**src/verilog/motor_fault_pkg.sv**
```systemverilog
// Overview of operation
// - Each lock detector has its own enable input and can be switched off alone.
// - Overspeed lock fires when measured speed exceeds threshold, then mode response applies.
// - Back-EMF lock fires when estimate and expectation differ beyond threshold.
// - Absent-motor lock fires when a phase current stays low for 500 ms.
// - Resistance/inductance measurement flags a fault when the ramp-up timer overflows.
// - Back-EMF constant measurement flags a fault when back-EMF is below stationary threshold.
// - Position detect start-up (code 10b) times ramps with 12-bit timers.
// - Ramp timing starts at 10 MHz and retries at 1 MHz, 100 kHz, 10 kHz.
// - Ramp-up timeout fault after overflow at all four timer rates.
// - Ramp-down uses same sequence; timeout fault when decay fails all four times.
// - Position timer timeout faults are reported only when their enable is set.
// - Pulse-rate fault when a new pulse comes before previous current decayed.
// - Sleep select uses sleep: drivers, sense, regulators, pump and I2C off.
// - Standby select keeps pump, regulators and I2C on while motor waits stopped.
// - Analog, duty and frequency inputs use 1% or 2% standby threshold by hysteresis.
// - Digital speed input uses standby threshold 328 or 656 by hysteresis.
// - Standby entered below the selected threshold and left above that same threshold.
// - Sleep only in digital mode: zero command and low pin enter, high pin wakes.
// - Latched fault holds shutdown until condition gone and host writes fault clear.
// - Output disable pin forces all six output transistors to high impedance.
// - Detectors keep running while outputs are disabled, so locks may report.
// - Mode 00xx latched, 01xx auto retry, 1000 report only, 1xx1 no action.
// - Any lock outside no-action mode sets controller fault, motor lock and the specific lock flag.
package motor_fault_pkg;
	// ----------------------------------------
	// Timing
	// ----------------------------------------
	localparam int CLK_HZ = 250_000_000;
	localparam int PD_TIMER_W = 12;
	localparam int PD_HZ_0 = 10_000_000;
	localparam int PD_HZ_1 = 1_000_000;
	localparam int PD_HZ_2 = 100_000;
	localparam int PD_HZ_3 = 10_000;
	localparam int PD_DIV_0 = CLK_HZ / PD_HZ_0;
	localparam int PD_DIV_1 = CLK_HZ / PD_HZ_1;
	localparam int PD_DIV_2 = CLK_HZ / PD_HZ_2;
	localparam int PD_DIV_3 = CLK_HZ / PD_HZ_3;
	localparam int ABSENT_TIME_MS = 500;
	localparam int ABSENT_CYCLES = CLK_HZ / 1000 * ABSENT_TIME_MS;
	localparam int RETRY_TIME_MS = 100;
	localparam int RETRY_CYCLES = CLK_HZ / 1000 * RETRY_TIME_MS;
	localparam int SLEEP_ENTRY_TIME_MS = 1;
	localparam int SLEEP_ENTRY_CYCLES = CLK_HZ / 1000 * SLEEP_ENTRY_TIME_MS;
	localparam int WAKE_DETECT_TIME_MS = 1;
	localparam int WAKE_DETECT_CYCLES = CLK_HZ / 1000 * WAKE_DETECT_TIME_MS;
	// ----------------------------------------
	// Codes and thresholds
	// ----------------------------------------
	localparam logic [1:0] STARTUP_POSITION = 2'h2;
	localparam logic [1:0] HYST_WIDE = 2'h3;
	localparam int SPEED_FS = 65535;
	localparam int STANDBY_PCT_NARROW = 1;
	localparam int STANDBY_PCT_WIDE = 2;
	localparam logic [15:0] STANDBY_THR_NARROW = 16'(SPEED_FS * STANDBY_PCT_NARROW / 100);
	localparam logic [15:0] STANDBY_THR_WIDE = 16'(SPEED_FS * STANDBY_PCT_WIDE / 100);
	localparam logic [15:0] I2C_THR_NARROW = 16'h0148;
	localparam logic [15:0] I2C_THR_WIDE = 16'h0290;
	localparam int LOCK_MODE_NOACT_BIT = 0;
	localparam int LOCK_MODE_CLASS_LSB = 2;
	localparam logic [1:0] LOCK_CLASS_LATCHED = 2'h0;
	localparam logic [1:0] LOCK_CLASS_AUTO = 2'h1;
	// ----------------------------------------
	// Types
	// ----------------------------------------
	typedef enum logic [1:0] {
		SPD_ANALOG = 2'h0,
		SPD_PWM = 2'h1,
		SPD_FREQ = 2'h2,
		SPD_I2C = 2'h3
	} speed_mode_t;
	typedef enum logic [1:0] {
		PWR_RUN = 2'h0,
		PWR_STANDBY = 2'h1,
		PWR_SLEEP = 2'h3
	} power_state_t;
	typedef struct packed {
		logic [11:0] a;
		logic [11:0] b;
		logic [11:0] c;
	} phase_currents_t;
	typedef struct packed {
		logic controller_fault;
		logic motor_lock_flag;
		logic overspeed_lock;
		logic backemf_mismatch_lock;
		logic motor_absent_event;
		logic measurement_position_fault;
		logic measurement_backemf_fault;
		logic rampup_timeout_fault;
		logic rampdown_timeout_fault;
		logic position_pulse_rate_fault;
	} fault_flags_t;
	typedef struct packed {
		logic mosfets;
		logic sense_amps;
		logic regulators;
		logic charge_pump;
		logic i2c;
	} power_ctrl_t;
	typedef struct packed {
		power_state_t pwr;
		fault_flags_t flags;
		logic shutdown;
		logic [1:0] action;
		logic hiz;
		power_ctrl_t power;
		logic fault_n;
		logic standby;
		logic sleep;
	} sup_state_t;
endpackage : motor_fault_pkg

```
**src/verilog/hold_counter.sv**
```systemverilog
`timescale 1ns/100ps
module hold_counter #(
	parameter int unsigned W = 32,
	parameter logic [31:0] LIMIT = 32'h0000_0001
) (
	// Clock and reset
	input wire logic i_clk,
	input wire logic i_rst,
	// Condition and result
	input wire logic i_cond,
	output logic o_hit
);
	typedef struct packed {
		logic [W-1:0] count;
		logic hit;
	} hold_state_t;
	hold_state_t state_reg;
	hold_state_t state_next;

	// Any gap in the condition restarts the whole wait
	always_comb
	begin
		state_next = state_reg;
		if (!i_cond)
			state_next.count = '0;
		else if (state_reg.count != LIMIT[W-1:0])
			state_next.count = state_reg.count + 1'b1;
		state_next.hit = i_cond && (state_next.count == LIMIT[W-1:0]);
	end

	always_ff @(posedge i_clk)
	begin
		if (i_rst)
			state_reg <= '0;
		else
			state_reg <= state_next;
	end

	assign o_hit = state_reg.hit;
endmodule : hold_counter

```
**src/verilog/motor_fault_supervisor.sv**
```systemverilog
`timescale 1ns/100ps
module motor_fault_supervisor #(
	parameter int unsigned ABSENT_CYCLES = motor_fault_pkg::ABSENT_CYCLES,
	parameter int unsigned RETRY_CYCLES = motor_fault_pkg::RETRY_CYCLES,
	parameter int unsigned SLEEP_ENTRY_CYCLES = motor_fault_pkg::SLEEP_ENTRY_CYCLES,
	parameter int unsigned WAKE_DETECT_CYCLES = motor_fault_pkg::WAKE_DETECT_CYCLES,
	parameter int unsigned PD_DIV_2 = motor_fault_pkg::PD_DIV_2,
	parameter int unsigned PD_DIV_3 = motor_fault_pkg::PD_DIV_3
) (
	// Clock and reset
	input wire logic I_CLK,
	input wire logic I_RST,
	// Lock detector configuration
	input wire logic I_OVERSPEED_DETECT_ENABLE,
	input wire logic I_BACKEMF_DETECT_ENABLE,
	input wire logic I_ABSENT_DETECT_ENABLE,
	input wire logic [3:0] I_LOCK_RESPONSE_MODE,
	input wire logic [15:0] I_OVERSPEED_THRESHOLD,
	input wire logic [15:0] I_BACKEMF_MISMATCH_THRESHOLD,
	input wire logic [11:0] I_MOTOR_ABSENT_CURRENT_THRESHOLD,
	// Motor observations
	input wire logic I_MOTOR_DRIVING,
	input wire logic [15:0] I_SPEED_MEASURED,
	input wire logic [15:0] I_BACKEMF_ESTIMATED,
	input wire logic [15:0] I_BACKEMF_EXPECTED,
	input wire motor_fault_pkg::phase_currents_t I_PHASE_CURRENTS,
	// Parameter measurement
	input wire logic I_MEAS_RL_ACTIVE,
	input wire logic I_MEAS_BACKEMF_ACTIVE,
	input wire logic [15:0] I_MEASURED_BACKEMF,
	input wire logic [15:0] I_STATIONARY_DETECT_THRESHOLD,
	// Initial position detect
	input wire logic [1:0] I_STARTUP_METHOD,
	input wire logic I_POSITION_PULSE_CMD,
	input wire logic I_POSITION_CURRENT_REACHED,
	input wire logic I_POSITION_CURRENT_ZERO,
	input wire logic I_POSITION_TIMEOUT_FAULT_ENABLE,
	input wire logic I_POSITION_PULSE_RATE_FAULT_ENABLE,
	// Power modes
	input wire logic I_SLEEP_OR_STANDBY_SELECT,
	input wire motor_fault_pkg::speed_mode_t I_SPEED_MODE,
	input wire logic [1:0] I_STANDBY_HYSTERESIS_SELECT,
	input wire logic [15:0] I_SPEED_INPUT,
	input wire logic [15:0] I_DIGITAL_SPEED,
	input wire logic I_SPEED_PIN,
	// Host controls
	input wire logic I_FAULT_CLEAR,
	input wire logic I_OUTPUT_DISABLE_PIN,
	// Fault status
	output motor_fault_pkg::fault_flags_t O_FAULT_FLAGS,
	output logic O_FAULT_N,
	// Output stage and power
	output logic O_SHUTDOWN,
	output logic [1:0] O_SHUTDOWN_ACTION,
	output logic O_OUTPUTS_HIZ,
	output motor_fault_pkg::power_ctrl_t O_POWER,
	output logic O_STANDBY,
	output logic O_SLEEP
);
	motor_fault_pkg::sup_state_t st_reg;
	motor_fault_pkg::sup_state_t st_next;

	// ----------------------------------------
	// Lock detection
	// ----------------------------------------
	logic detect_on;
	logic overspeed_hit;
	logic backemf_hit;
	logic absent_low;
	logic absent_hit;
	logic lock_cond;
	logic [15:0] backemf_diff;
	logic [1:0] mode_class;
	logic mode_noact;
	logic mode_latched;
	logic mode_auto;
	logic retry_hit;

	// Outputs disabled by pin do not stop detection, so locks may still fire
	assign detect_on = I_MOTOR_DRIVING && (st_reg.pwr == motor_fault_pkg::PWR_RUN);
	assign overspeed_hit = detect_on && I_OVERSPEED_DETECT_ENABLE
		&& (I_SPEED_MEASURED > I_OVERSPEED_THRESHOLD);
	assign backemf_diff = (I_BACKEMF_ESTIMATED > I_BACKEMF_EXPECTED)
		? I_BACKEMF_ESTIMATED - I_BACKEMF_EXPECTED
		: I_BACKEMF_EXPECTED - I_BACKEMF_ESTIMATED;
	assign backemf_hit = detect_on && I_BACKEMF_DETECT_ENABLE
		&& (backemf_diff > I_BACKEMF_MISMATCH_THRESHOLD);
	assign absent_low = (I_PHASE_CURRENTS.a < I_MOTOR_ABSENT_CURRENT_THRESHOLD)
		|| (I_PHASE_CURRENTS.b < I_MOTOR_ABSENT_CURRENT_THRESHOLD)
		|| (I_PHASE_CURRENTS.c < I_MOTOR_ABSENT_CURRENT_THRESHOLD);

	// Any gap in the low current restarts the 500 ms wait
	hold_counter #(
		.W(32),
		.LIMIT(ABSENT_CYCLES)
	) u_absent_hold (
		.i_clk(I_CLK),
		.i_rst(I_RST),
		.i_cond(detect_on && I_ABSENT_DETECT_ENABLE && absent_low),
		.o_hit(absent_hit)
	);

	assign lock_cond = overspeed_hit || backemf_hit || absent_hit;
	assign mode_class = I_LOCK_RESPONSE_MODE[motor_fault_pkg::LOCK_MODE_CLASS_LSB +: 2];
	assign mode_noact = I_LOCK_RESPONSE_MODE[3] && I_LOCK_RESPONSE_MODE[motor_fault_pkg::LOCK_MODE_NOACT_BIT];
	assign mode_latched = (mode_class == motor_fault_pkg::LOCK_CLASS_LATCHED);
	assign mode_auto = (mode_class == motor_fault_pkg::LOCK_CLASS_AUTO);

	hold_counter #(
		.W(32),
		.LIMIT(RETRY_CYCLES)
	) u_retry_hold (
		.i_clk(I_CLK),
		.i_rst(I_RST),
		.i_cond(st_reg.shutdown && mode_auto),
		.o_hit(retry_hit)
	);

	// ----------------------------------------
	// Initial position detect timers
	// ----------------------------------------
	logic pd_allowed;
	logic up_busy;
	logic up_done;
	logic up_fail;
	logic down_busy;
	logic down_fail;
	logic pulse_too_soon;

	assign pd_allowed = (I_STARTUP_METHOD == motor_fault_pkg::STARTUP_POSITION)
		|| I_MEAS_RL_ACTIVE;
	assign pulse_too_soon = I_POSITION_PULSE_CMD && down_busy;

	position_ramp_timer #(
		.TW(motor_fault_pkg::PD_TIMER_W),
		.D0(motor_fault_pkg::PD_DIV_0),
		.D1(motor_fault_pkg::PD_DIV_1),
		.D2(PD_DIV_2),
		.D3(PD_DIV_3)
	) u_rampup (
		.i_clk(I_CLK),
		.i_rst(I_RST),
		.i_start(I_POSITION_PULSE_CMD && pd_allowed && !up_busy && !down_busy),
		.i_reached(I_POSITION_CURRENT_REACHED),
		.o_busy(up_busy),
		.o_done(up_done),
		.o_fail(up_fail)
	);

	// Decay timing follows a successful ramp-up with the same rate sequence
	position_ramp_timer #(
		.TW(motor_fault_pkg::PD_TIMER_W),
		.D0(motor_fault_pkg::PD_DIV_0),
		.D1(motor_fault_pkg::PD_DIV_1),
		.D2(PD_DIV_2),
		.D3(PD_DIV_3)
	) u_rampdown (
		.i_clk(I_CLK),
		.i_rst(I_RST),
		.i_start(up_done),
		.i_reached(I_POSITION_CURRENT_ZERO),
		.o_busy(down_busy),
		.o_done(),
		.o_fail(down_fail)
	);

	// ----------------------------------------
	// Power mode thresholds
	// ----------------------------------------
	logic wide_hyst;
	logic [15:0] active_speed;
	logic [15:0] standby_thr;
	logic sleep_path;
	logic sleep_in_hit;
	logic wake_hit;

	assign wide_hyst = (I_STANDBY_HYSTERESIS_SELECT == motor_fault_pkg::HYST_WIDE);
	assign active_speed = (I_SPEED_MODE == motor_fault_pkg::SPD_I2C) ? I_DIGITAL_SPEED : I_SPEED_INPUT;
	always_comb
	begin
		if (I_SPEED_MODE == motor_fault_pkg::SPD_I2C)
			standby_thr = wide_hyst ? motor_fault_pkg::I2C_THR_WIDE
				: motor_fault_pkg::I2C_THR_NARROW;
		else
			standby_thr = wide_hyst ? motor_fault_pkg::STANDBY_THR_WIDE
				: motor_fault_pkg::STANDBY_THR_NARROW;
	end
	// Sleep exists only with the digital speed input; other inputs fall back to standby
	assign sleep_path = I_SLEEP_OR_STANDBY_SELECT && (I_SPEED_MODE == motor_fault_pkg::SPD_I2C);

	hold_counter #(
		.W(32),
		.LIMIT(SLEEP_ENTRY_CYCLES)
	) u_sleep_hold (
		.i_clk(I_CLK),
		.i_rst(I_RST),
		.i_cond((st_reg.pwr != motor_fault_pkg::PWR_SLEEP) && sleep_path
			&& (I_DIGITAL_SPEED == 16'h0000) && !I_SPEED_PIN),
		.o_hit(sleep_in_hit)
	);

	hold_counter #(
		.W(32),
		.LIMIT(WAKE_DETECT_CYCLES)
	) u_wake_hold (
		.i_clk(I_CLK),
		.i_rst(I_RST),
		.i_cond((st_reg.pwr == motor_fault_pkg::PWR_SLEEP) && I_SPEED_PIN),
		.o_hit(wake_hit)
	);

	// ----------------------------------------
	// Next state
	// ----------------------------------------
	always_comb
	begin
		st_next = st_reg;
		// Clearing is evaluated first so that a new event in the same cycle wins
		if (I_FAULT_CLEAR && !lock_cond && !mode_auto)
		begin
			st_next.flags = '0;
			st_next.shutdown = 1'b0;
		end
		if (retry_hit)
		begin
			st_next.flags.motor_lock_flag = 1'b0;
			st_next.flags.overspeed_lock = 1'b0;
			st_next.flags.backemf_mismatch_lock = 1'b0;
			st_next.flags.motor_absent_event = 1'b0;
			st_next.shutdown = 1'b0;
		end
		if (lock_cond && !mode_noact)
		begin
			st_next.flags.motor_lock_flag = 1'b1;
			if (overspeed_hit)
				st_next.flags.overspeed_lock = 1'b1;
			if (backemf_hit)
				st_next.flags.backemf_mismatch_lock = 1'b1;
			if (absent_hit)
				st_next.flags.motor_absent_event = 1'b1;
			if (mode_latched || mode_auto)
			begin
				st_next.shutdown = 1'b1;
				st_next.action = I_LOCK_RESPONSE_MODE[1:0];
			end
		end
		if (up_fail && I_MEAS_RL_ACTIVE)
			st_next.flags.measurement_position_fault = 1'b1;
		if (up_fail && !I_MEAS_RL_ACTIVE && I_POSITION_TIMEOUT_FAULT_ENABLE)
			st_next.flags.rampup_timeout_fault = 1'b1;
		if (down_fail && !I_MEAS_RL_ACTIVE && I_POSITION_TIMEOUT_FAULT_ENABLE)
			st_next.flags.rampdown_timeout_fault = 1'b1;
		if (pulse_too_soon && I_POSITION_PULSE_RATE_FAULT_ENABLE)
			st_next.flags.position_pulse_rate_fault = 1'b1;
		if (I_MEAS_BACKEMF_ACTIVE && (I_MEASURED_BACKEMF < I_STATIONARY_DETECT_THRESHOLD))
			st_next.flags.measurement_backemf_fault = 1'b1;
		st_next.flags.controller_fault = st_next.flags.motor_lock_flag
			|| st_next.flags.measurement_position_fault
			|| st_next.flags.measurement_backemf_fault
			|| st_next.flags.rampup_timeout_fault
			|| st_next.flags.rampdown_timeout_fault
			|| st_next.flags.position_pulse_rate_fault;

		unique case (st_reg.pwr)
			motor_fault_pkg::PWR_RUN:
			begin
				if (sleep_path)
				begin
					if (sleep_in_hit)
						st_next.pwr = motor_fault_pkg::PWR_SLEEP;
				end
				else if (active_speed < standby_thr)
					st_next.pwr = motor_fault_pkg::PWR_STANDBY;
			end
			motor_fault_pkg::PWR_STANDBY:
			begin
				if (sleep_path || (active_speed > standby_thr))
					st_next.pwr = motor_fault_pkg::PWR_RUN;
			end
			motor_fault_pkg::PWR_SLEEP:
			begin
				if (wake_hit)
					st_next.pwr = motor_fault_pkg::PWR_RUN;
			end
			default: st_next.pwr = motor_fault_pkg::PWR_RUN;
		endcase

		// Sleep drops every supply; standby keeps supplies but stops the bridge
		st_next.power.mosfets = (st_next.pwr == motor_fault_pkg::PWR_RUN);
		st_next.power.sense_amps = (st_next.pwr != motor_fault_pkg::PWR_SLEEP);
		st_next.power.regulators = (st_next.pwr != motor_fault_pkg::PWR_SLEEP);
		st_next.power.charge_pump = (st_next.pwr != motor_fault_pkg::PWR_SLEEP);
		st_next.power.i2c = (st_next.pwr != motor_fault_pkg::PWR_SLEEP);
		st_next.hiz = I_OUTPUT_DISABLE_PIN || (st_next.pwr == motor_fault_pkg::PWR_SLEEP);
		st_next.fault_n = !st_next.flags.controller_fault;
		st_next.standby = (st_next.pwr == motor_fault_pkg::PWR_STANDBY);
		st_next.sleep = (st_next.pwr == motor_fault_pkg::PWR_SLEEP);
	end

	always_ff @(posedge I_CLK)
	begin
		if (I_RST)
			st_reg <= '{pwr: motor_fault_pkg::PWR_RUN, flags: '0, shutdown: 1'b0,
				action: 2'h0, hiz: 1'b0, power: 5'h1f, fault_n: 1'b1, standby: 1'b0, sleep: 1'b0};
		else
			st_reg <= st_next;
	end

	// ----------------------------------------
	// Outputs
	// ----------------------------------------
	assign O_FAULT_FLAGS = st_reg.flags;
	assign O_FAULT_N = st_reg.fault_n;
	assign O_SHUTDOWN = st_reg.shutdown;
	assign O_SHUTDOWN_ACTION = st_reg.action;
	assign O_OUTPUTS_HIZ = st_reg.hiz;
	assign O_POWER = st_reg.power;
	assign O_STANDBY = st_reg.standby;
	assign O_SLEEP = st_reg.sleep;
endmodule : motor_fault_supervisor

```
**src/verilog/position_ramp_timer.sv**
```systemverilog
`timescale 1ns/100ps
module position_ramp_timer #(
	parameter int unsigned TW = 12,
	parameter int unsigned D0 = 25,
	parameter int unsigned D1 = 250,
	parameter int unsigned D2 = 2500,
	parameter int unsigned D3 = 25000
) (
	// Clock and reset
	input wire logic i_clk,
	input wire logic i_rst,
	// Control
	input wire logic i_start,
	input wire logic i_reached,
	// Status
	output logic o_busy,
	output logic o_done,
	output logic o_fail
);
	typedef struct packed {
		logic busy;
		logic [1:0] stage;
		logic [15:0] pre;
		logic [TW-1:0] timer;
		logic done;
		logic fail;
	} ramp_state_t;
	ramp_state_t state_reg;
	ramp_state_t state_next;
	logic [15:0] div_last;

	always_comb
	begin
		unique case (state_reg.stage)
			2'h0: div_last = 16'(D0 - 1);
			2'h1: div_last = 16'(D1 - 1);
			2'h2: div_last = 16'(D2 - 1);
			2'h3: div_last = 16'(D3 - 1);
		endcase
	end

	always_comb
	begin
		state_next = state_reg;
		state_next.done = 1'b0;
		state_next.fail = 1'b0;
		if (!state_reg.busy)
		begin
			if (i_start)
			begin
				state_next.busy = 1'b1;
				state_next.stage = 2'h0;
				state_next.pre = '0;
				state_next.timer = '0;
			end
		end
		else if (i_reached)
		begin
			state_next.busy = 1'b0;
			state_next.done = 1'b1;
		end
		else if (state_reg.pre == div_last)
		begin
			state_next.pre = '0;
			// Overflow: retry at the next slower rate, give up after the last
			if (&state_reg.timer)
			begin
				state_next.timer = '0;
				if (state_reg.stage == 2'h3)
				begin
					state_next.busy = 1'b0;
					state_next.fail = 1'b1;
				end
				else
					state_next.stage = state_reg.stage + 2'h1;
			end
			else
				state_next.timer = state_reg.timer + 1'b1;
		end
		else
			state_next.pre = state_reg.pre + 16'h0001;
	end

	always_ff @(posedge i_clk)
	begin
		if (i_rst)
			state_reg <= '0;
		else
			state_reg <= state_next;
	end

	assign o_busy = state_reg.busy;
	assign o_done = state_reg.done;
	assign o_fail = state_reg.fail;
endmodule : position_ramp_timer
```
**config.mk**
```make
export PLATFORM = sky130hd
export DESIGN_NAME = motor_fault_supervisor
export DESIGN_NICKNAME = d
export VERILOG_FILES = /design/src/verilog/motor_fault_pkg.sv /design/src/verilog/hold_counter.sv /design/src/verilog/motor_fault_supervisor.sv /design/src/verilog/position_ramp_timer.sv
export SDC_FILE = /design/constraint.sdc
export NUM_CORES = 1
export LEC_CHECK = 0
export ABC_AREA = 1
export BUFFER_PORTS_ARGS = -buffer_cell sky130_fd_sc_hd__buf_2
export CAP_MARGIN = 20
export CORE_ASPECT_RATIO = 0.8
export CORE_MARGIN = 5
export CORE_UTILIZATION = 34
export DETAILED_ROUTE_END_ITERATION = 12
export HOLD_SLACK_MARGIN = 0.12
export MAX_ROUTING_LAYER = met4
export SETUP_SLACK_MARGIN = 0.02
export SYNTH_ARGS = -nofsm -noshare
export SYNTH_HDL_FRONTEND = slang
export SYNTH_SLANG_ARGS = --single-unit
```
**constraint.sdc**
```tcl
create_clock -name I_CLK -period 5.7 [get_ports I_CLK]
set_input_delay 1.71 -clock I_CLK [delete_from_list [all_inputs] [get_ports I_CLK]]
set_output_delay 1.71 -clock I_CLK [all_outputs]
set_load 0.05 [all_outputs]
```
==> metrics.cfg, run 1 <==
[clock_network]
clock-root-buffer = clkbuf_16
clk_pin_slew_worst_paths_ps = 60
cts.repair.resized = 0
cts_hold_buf = 0
insertion_delay_ps = 530
clockBufferDepth = 3
cts_made_buffers = 25
cts_tree = built
clock-sinks = 218
htreeDepth = 1
cts_setup_buffers = 0

[global_routing]
grt_pass1_wl_um = 80600
grt-ovfl-total = 0
grt_max_degree = 53
first_global_vias = 16379
grtUsageTotal = 0.181
antenna_found_initial = 7

[critical_path]
cp_top_family = simple AND/OR/NAND/NOR gates
cpMaxStageDelayCell = fa_1
crit_buf_inv = 6
start_kind = input port
crit_path_end_kind = flop
crit_fanout = 13
path_class = in -> reg
critPathArrivalTime_ps = 5640
max_stage_delay_ps = 390
crit_top_cell = nand2_1
required_ps = 6120

[detailed_routing]
drc = 0
drt-wirelength-per-cell_um = 14.2
vias = 16924
first_pass_iters = 6
post_drt_via_cell_ratio = 4.88
antenna_left = 0
wirelength_um = 49200
drt-initial-drc-count = 1283

[timing]
slew_headroom = 0.388
tns_ps = 0
final_max_slew_viol_count = 0
final_hold_viol_count = 0
period_share = 0.917
finalSetupViolations = 0
rsz0062_at_grt = no
min_period_ps = 5230
worst_pin_slew_ps = 915
clock_skew_ps = 8.40
fmax_ghz = 0.191

[cells_and_area]
syn2layout_area_growth_pct = 16.6
design_area_um2 = 19400
final_util = 0.401
nNetsFinal = 3184
drive_above_1_share = 0.134
fillers = 5130

[placement]
hpwl_um = 40400
dpl_cell_area_um2 = 18600
portBuffers = 240
place.gp.congestion = 0.938

[yosys]
synth-edff-count = 0
synthFlopType = dfxtp_1
synth.distinct_cells = 60
synth_nets = 2935
yosysWarnings = 0
synth_top_area_frac = 0.262
yosys.area.top_type = dfxtp_1
syn-cell-area_um2 = 16600
synth_common_cells = nand2_1 (479), inv_1 (459), nor2_1 (383)
yosysSeqAreaShare = 0.262
avgSynthCellArea_um2 = 6.47
synthArstFlopShare = 0
synthCells = 2570
ys_seq_elements = 218
synth_area_leaders = dfxtp_1 (26%), ha_1 (11%), nand2_1 (11%)
yosysMostFrequentCell = nand2_1

[hold_path]
hold_path.class = reg -> reg

[power]
leakage_nw = 8.65
powerDensity_nw_per_um2 = 195
ir_drop_mv = 0.176

[floorplanning]
fp.dieArea_um2 = 53500
dieHeight_um = 208
rows = 72
die_x_um = 257
start_util = 0.344
ios = 241
core_um2 = 48400

[flow_run]
maxCapViolations = 0

[outcome]
outcome = finished, final reports clean

==> report_power, final <==
part | switching, W | total [W] | internal, W
Sequential | 0.0000125 | 0.00155 | 0.00154
Clock | 0.000630 | 0.00155 | 0.000918
Combinational | 0.000408 | 0.000681 | 0.000272
Total | 0.00105 | 0.00378 | 0.00273
==> layout by cell type, fill, tap and decap left out, drive strengths merged, types with 40 or more instances in the layout <==
master and instances:
o21ai 102, buf 272, inv 469, nor2 404
nor3 108, nand3 135, a21oi 132, ha 144
clkbuf 40, xor2 101, nand2 493, dfxtp 218
nand4 79
==> cell families after synthesis <==
group / count (synthesis) / share of synthesized area
buffers and inverters: 522 / 0.122
and+or+nand+nor: 1268 / 0.341
xor gates and xnor gates: 123 / 0.0648
AOI/OAI and AO/OA: 290 / 0.0962
adders and majority gates: 146 / 0.111
DFF: 218 / 0.262
muxes: 3 / 0.00181
==> layout make-up <==
type                    count  area, um2  area share
diodes                      6       15.0    0.000774
multi-input cells        1830      10200       0.528
flip-flops and latches    218       4360       0.225
clock buffers              40        732      0.0377
repair buffers            272       1440      0.0743
clock inverters             4       47.5     0.00245
well taps                 629        787      0.0406
inverters                 472       1770      0.0914
==> worst reg2reg max path, delay by kind of cell, from the launching register on <==
family / cells / cell delay [ps]
compound gates: 1 / 120
fa+ha+maj: 1 / 430
buf+inv: 1 / 140
flops: 1 / 550
simple gates: 8 / 1330
==> worst paths after layout <==
kind | from | endpoint | slack, ps | cells past startpoint
max | I_BACKEMF_ESTIMATED[0] | O_FAULT_FLAGS[9]$_SDFF_PP0_ | 470 | 29
min | u_rampup.state_reg[12]$_SDFFE_PP0P_ | u_rampup.state_reg[12]$_SDFFE_PP0P_ | 460 | 2
min reg2reg | u_rampup.state_reg[12]$_SDFFE_PP0P_ | u_rampup.state_reg[12]$_SDFFE_PP0P_ | 460 | 2
max reg2reg | u_rampdown.state_reg[31]$_SDFFE_PP0P_ | u_rampdown.state_reg[22]$_SDFFE_PP0P_ | 3040 | 11
==> metrics by stage <==
step | std cells | power, W | hold slack, ps | worst slack [ps]
after floorplan | 2570 | 0.00202 | 439 | 593
after global placement | 3421 | 0.00225 | 451 | -10.5
after detailed placement | 3421 | 0.00226 | 459 | -117
after CTS | 3465 | 0.00383 | 467 | 427
after global routing | 3471 | 0.00400 | 512 | 115
final | 3471 | 0.00378 | 464 | 471
==> routing by layer <==
layer,track usage,share of wire,vias to the layer above
li1,-,-,8733
met1,0.248,0.49,7720
met2,0.286,0.44,417
met3,0.0323,0.059,54
met4,0.0274,0.014,0
met5,-,0,-
No activity file was read; power rests on OpenSTA's default activity.
==> run 2, diff against run 1 <==
Settings changed: MAX_ROUTING_LAYER met4 to default.
==> run 2 against run 1 <==
Compared with the run above:
- utilization rose by 0.13 points
- register-to-register slack gained 20 ps
- critical endpoint unchanged
- non-clock buffer count decreased by 2
- critical path depth up 2
- highest routed layer is now met5
- hold slack improved by 4.5 ps
- clock power up 8%
- power rose by 3.5%
- cell area increased by 0.33%
- largest power group is now clock
- maximum frequency rose by 0.96%
==> metrics.cfg, run 2 (synthesis gave the netlist of run 1 again) <==
[critical_path]
start_kind = input port
crit_path_end_kind = flop
max_stage_delay_ps = 380
required_ps = 6130
cpMaxStageDelayCell = fa_1
path_class = in -> reg
crit_fanout = 6
crit_top_cell = nand2_1
critPathArrivalTime_ps = 5610

[timing]
finalSetupViolations = 0
period_share = 0.909
hold_ws_ps = 469
min_period_ps = 5180
final_max_slew_viol_count = 0
tns_ps = 0
fmax_ghz = 0.193
final_hold_viol_count = 0
clock_skew_ps = 27.0
rsz0062_at_grt = no
worst_pin_slew_ps = 858
slew_headroom = 0.427

[clock_network]
cts_setup_buffers = 0
clockBufferDepth = 3
clock-sinks = 218
cts_made_buffers = 25
clock-root-buffer = clkbuf_16
clk_pin_slew_worst_paths_ps = 60
cts_tree = built
htreeDepth = 1
cts_hold_buf = 0
insertion_delay_ps = 540

[outcome]
outcome = finished, final reports clean

[global_routing]
grtUsageTotal = 0.174
grt-ovfl-total = 0
first_global_vias = 16053
antenna_found_initial = 7
grt_max_degree = 53
grt_pass1_wl_um = 79400

[power]
power.total_w = 0.00391
powerDensity_nw_per_um2 = 201
ir_drop_mv = 0.181
leakage_nw = 8.69

[floorplanning]
fp.dieArea_um2 = 53500
start_util = 0.344
die_x_um = 257
dieHeight_um = 208
ios = 241
rows = 72
core_um2 = 48400

[detailed_routing]
drc = 0
post_drt_via_cell_ratio = 4.87
drt-wirelength-per-cell_um = 14.0
wirelength_um = 48600
vias = 16888
drt-initial-drc-count = 1163
first_pass_iters = 5
antenna_left = 0

[cells_and_area]
syn2layout_area_growth_pct = 17.0
design_area_um2 = 19500
final_common_cell = nand2_1
nNetsFinal = 3182
layout_common_cells = nand2_1 (478), inv_1 (459), nor2_1 (383), buf_2 (240), dfxtp_1 (218)
drive_above_1_share = 0.137

[placement]
dpl_cell_area_um2 = 18600
hpwl_um = 40100
portBuffers = 240
place.gp.congestion = 0.927

[hold_path]
hold_path.class = reg -> reg

[flow_run]
maxCapViolations = 0

-- run 2: repair_timing --
| action | 4_1_cts | 5_1_grt |
|---|---|---|
| hold endpoints to repair | 0 | 0 |
| resized for setup | 0 | 3 |
| endpoints found under the setup margin | 0 | 2 |
-- run 2: per-layer routing --
| layer | vias to the layer above | GRT usage | part of all wire |
|---|---|---|---|
| met5 | - | 0 | 0.0014 |
| li1 | 8710 | - | - |
| met2 | 431 | 0.279 | 0.43 |
| met3 | 55 | 0.0281 | 0.060 |
| met1 | 7682 | 0.251 | 0.49 |
| met4 | 10 | 0.0248 | 0.014 |
-- run 2: worst max-delay path, delay by kind of cell --
kind | cells | cell delay [ps]
AOI/OAI and AO/OA | 4 | 620
xor gates and xnor gates | 1 | 180
adders and majority gates | 3 | 840
buffers and inverters | 6 | 620
muxes | 1 | 200
and+or+nand+nor | 16 | 1410
-- run 2: cell type report --
class | count | area [um2]
fill | 5150 | 28900
antenna | 1 | 2.50
timing repair buffer | 270 | 1430
clock buffer | 34 | 719
sequential | 218 | 4360
clock inverter | 11 | 149
tap | 629 | 787
multi-input combinational | 1830 | 10200
inverter | 472 | 1770
-- run 2: power breakdown --
group          switching [W]  internal, W
clock               0.000663      0.00102
sequential         0.0000120      0.00154
combinational       0.000405     0.000271
-- run 2: worst paths after layout --
check,cells past startpoint,endpoint,slack (ps),from
hold reg to reg,2,u_rampup.state_reg[12]$_SDFFE_PP0P_,470,u_rampup.state_reg[12]$_SDFFE_PP0P_
setup / recovery,31,O_FAULT_FLAGS[9]$_SDFF_PP0_,520,I_BACKEMF_ESTIMATED[0]
setup reg to reg,11,u_rampdown.state_reg[22]$_SDFFE_PP0P_,3060,u_rampdown.state_reg[31]$_SDFFE_PP0P_
hold / removal,2,u_rampup.state_reg[12]$_SDFFE_PP0P_,470,u_rampup.state_reg[12]$_SDFFE_PP0P_
-- run 2: per-stage QoR --
step / setup WS [ps] / instances / utilization
global route: 78.3 / 3465 / 0.402
CTS: 423 / 3464 / 0.402
global placement: -37.6 / 3419 / 0.384
floorplan: 593 / 2570 / -
finish: 521 / 3465 / 0.402
detailed placement: -143 / 3419 / 0.384
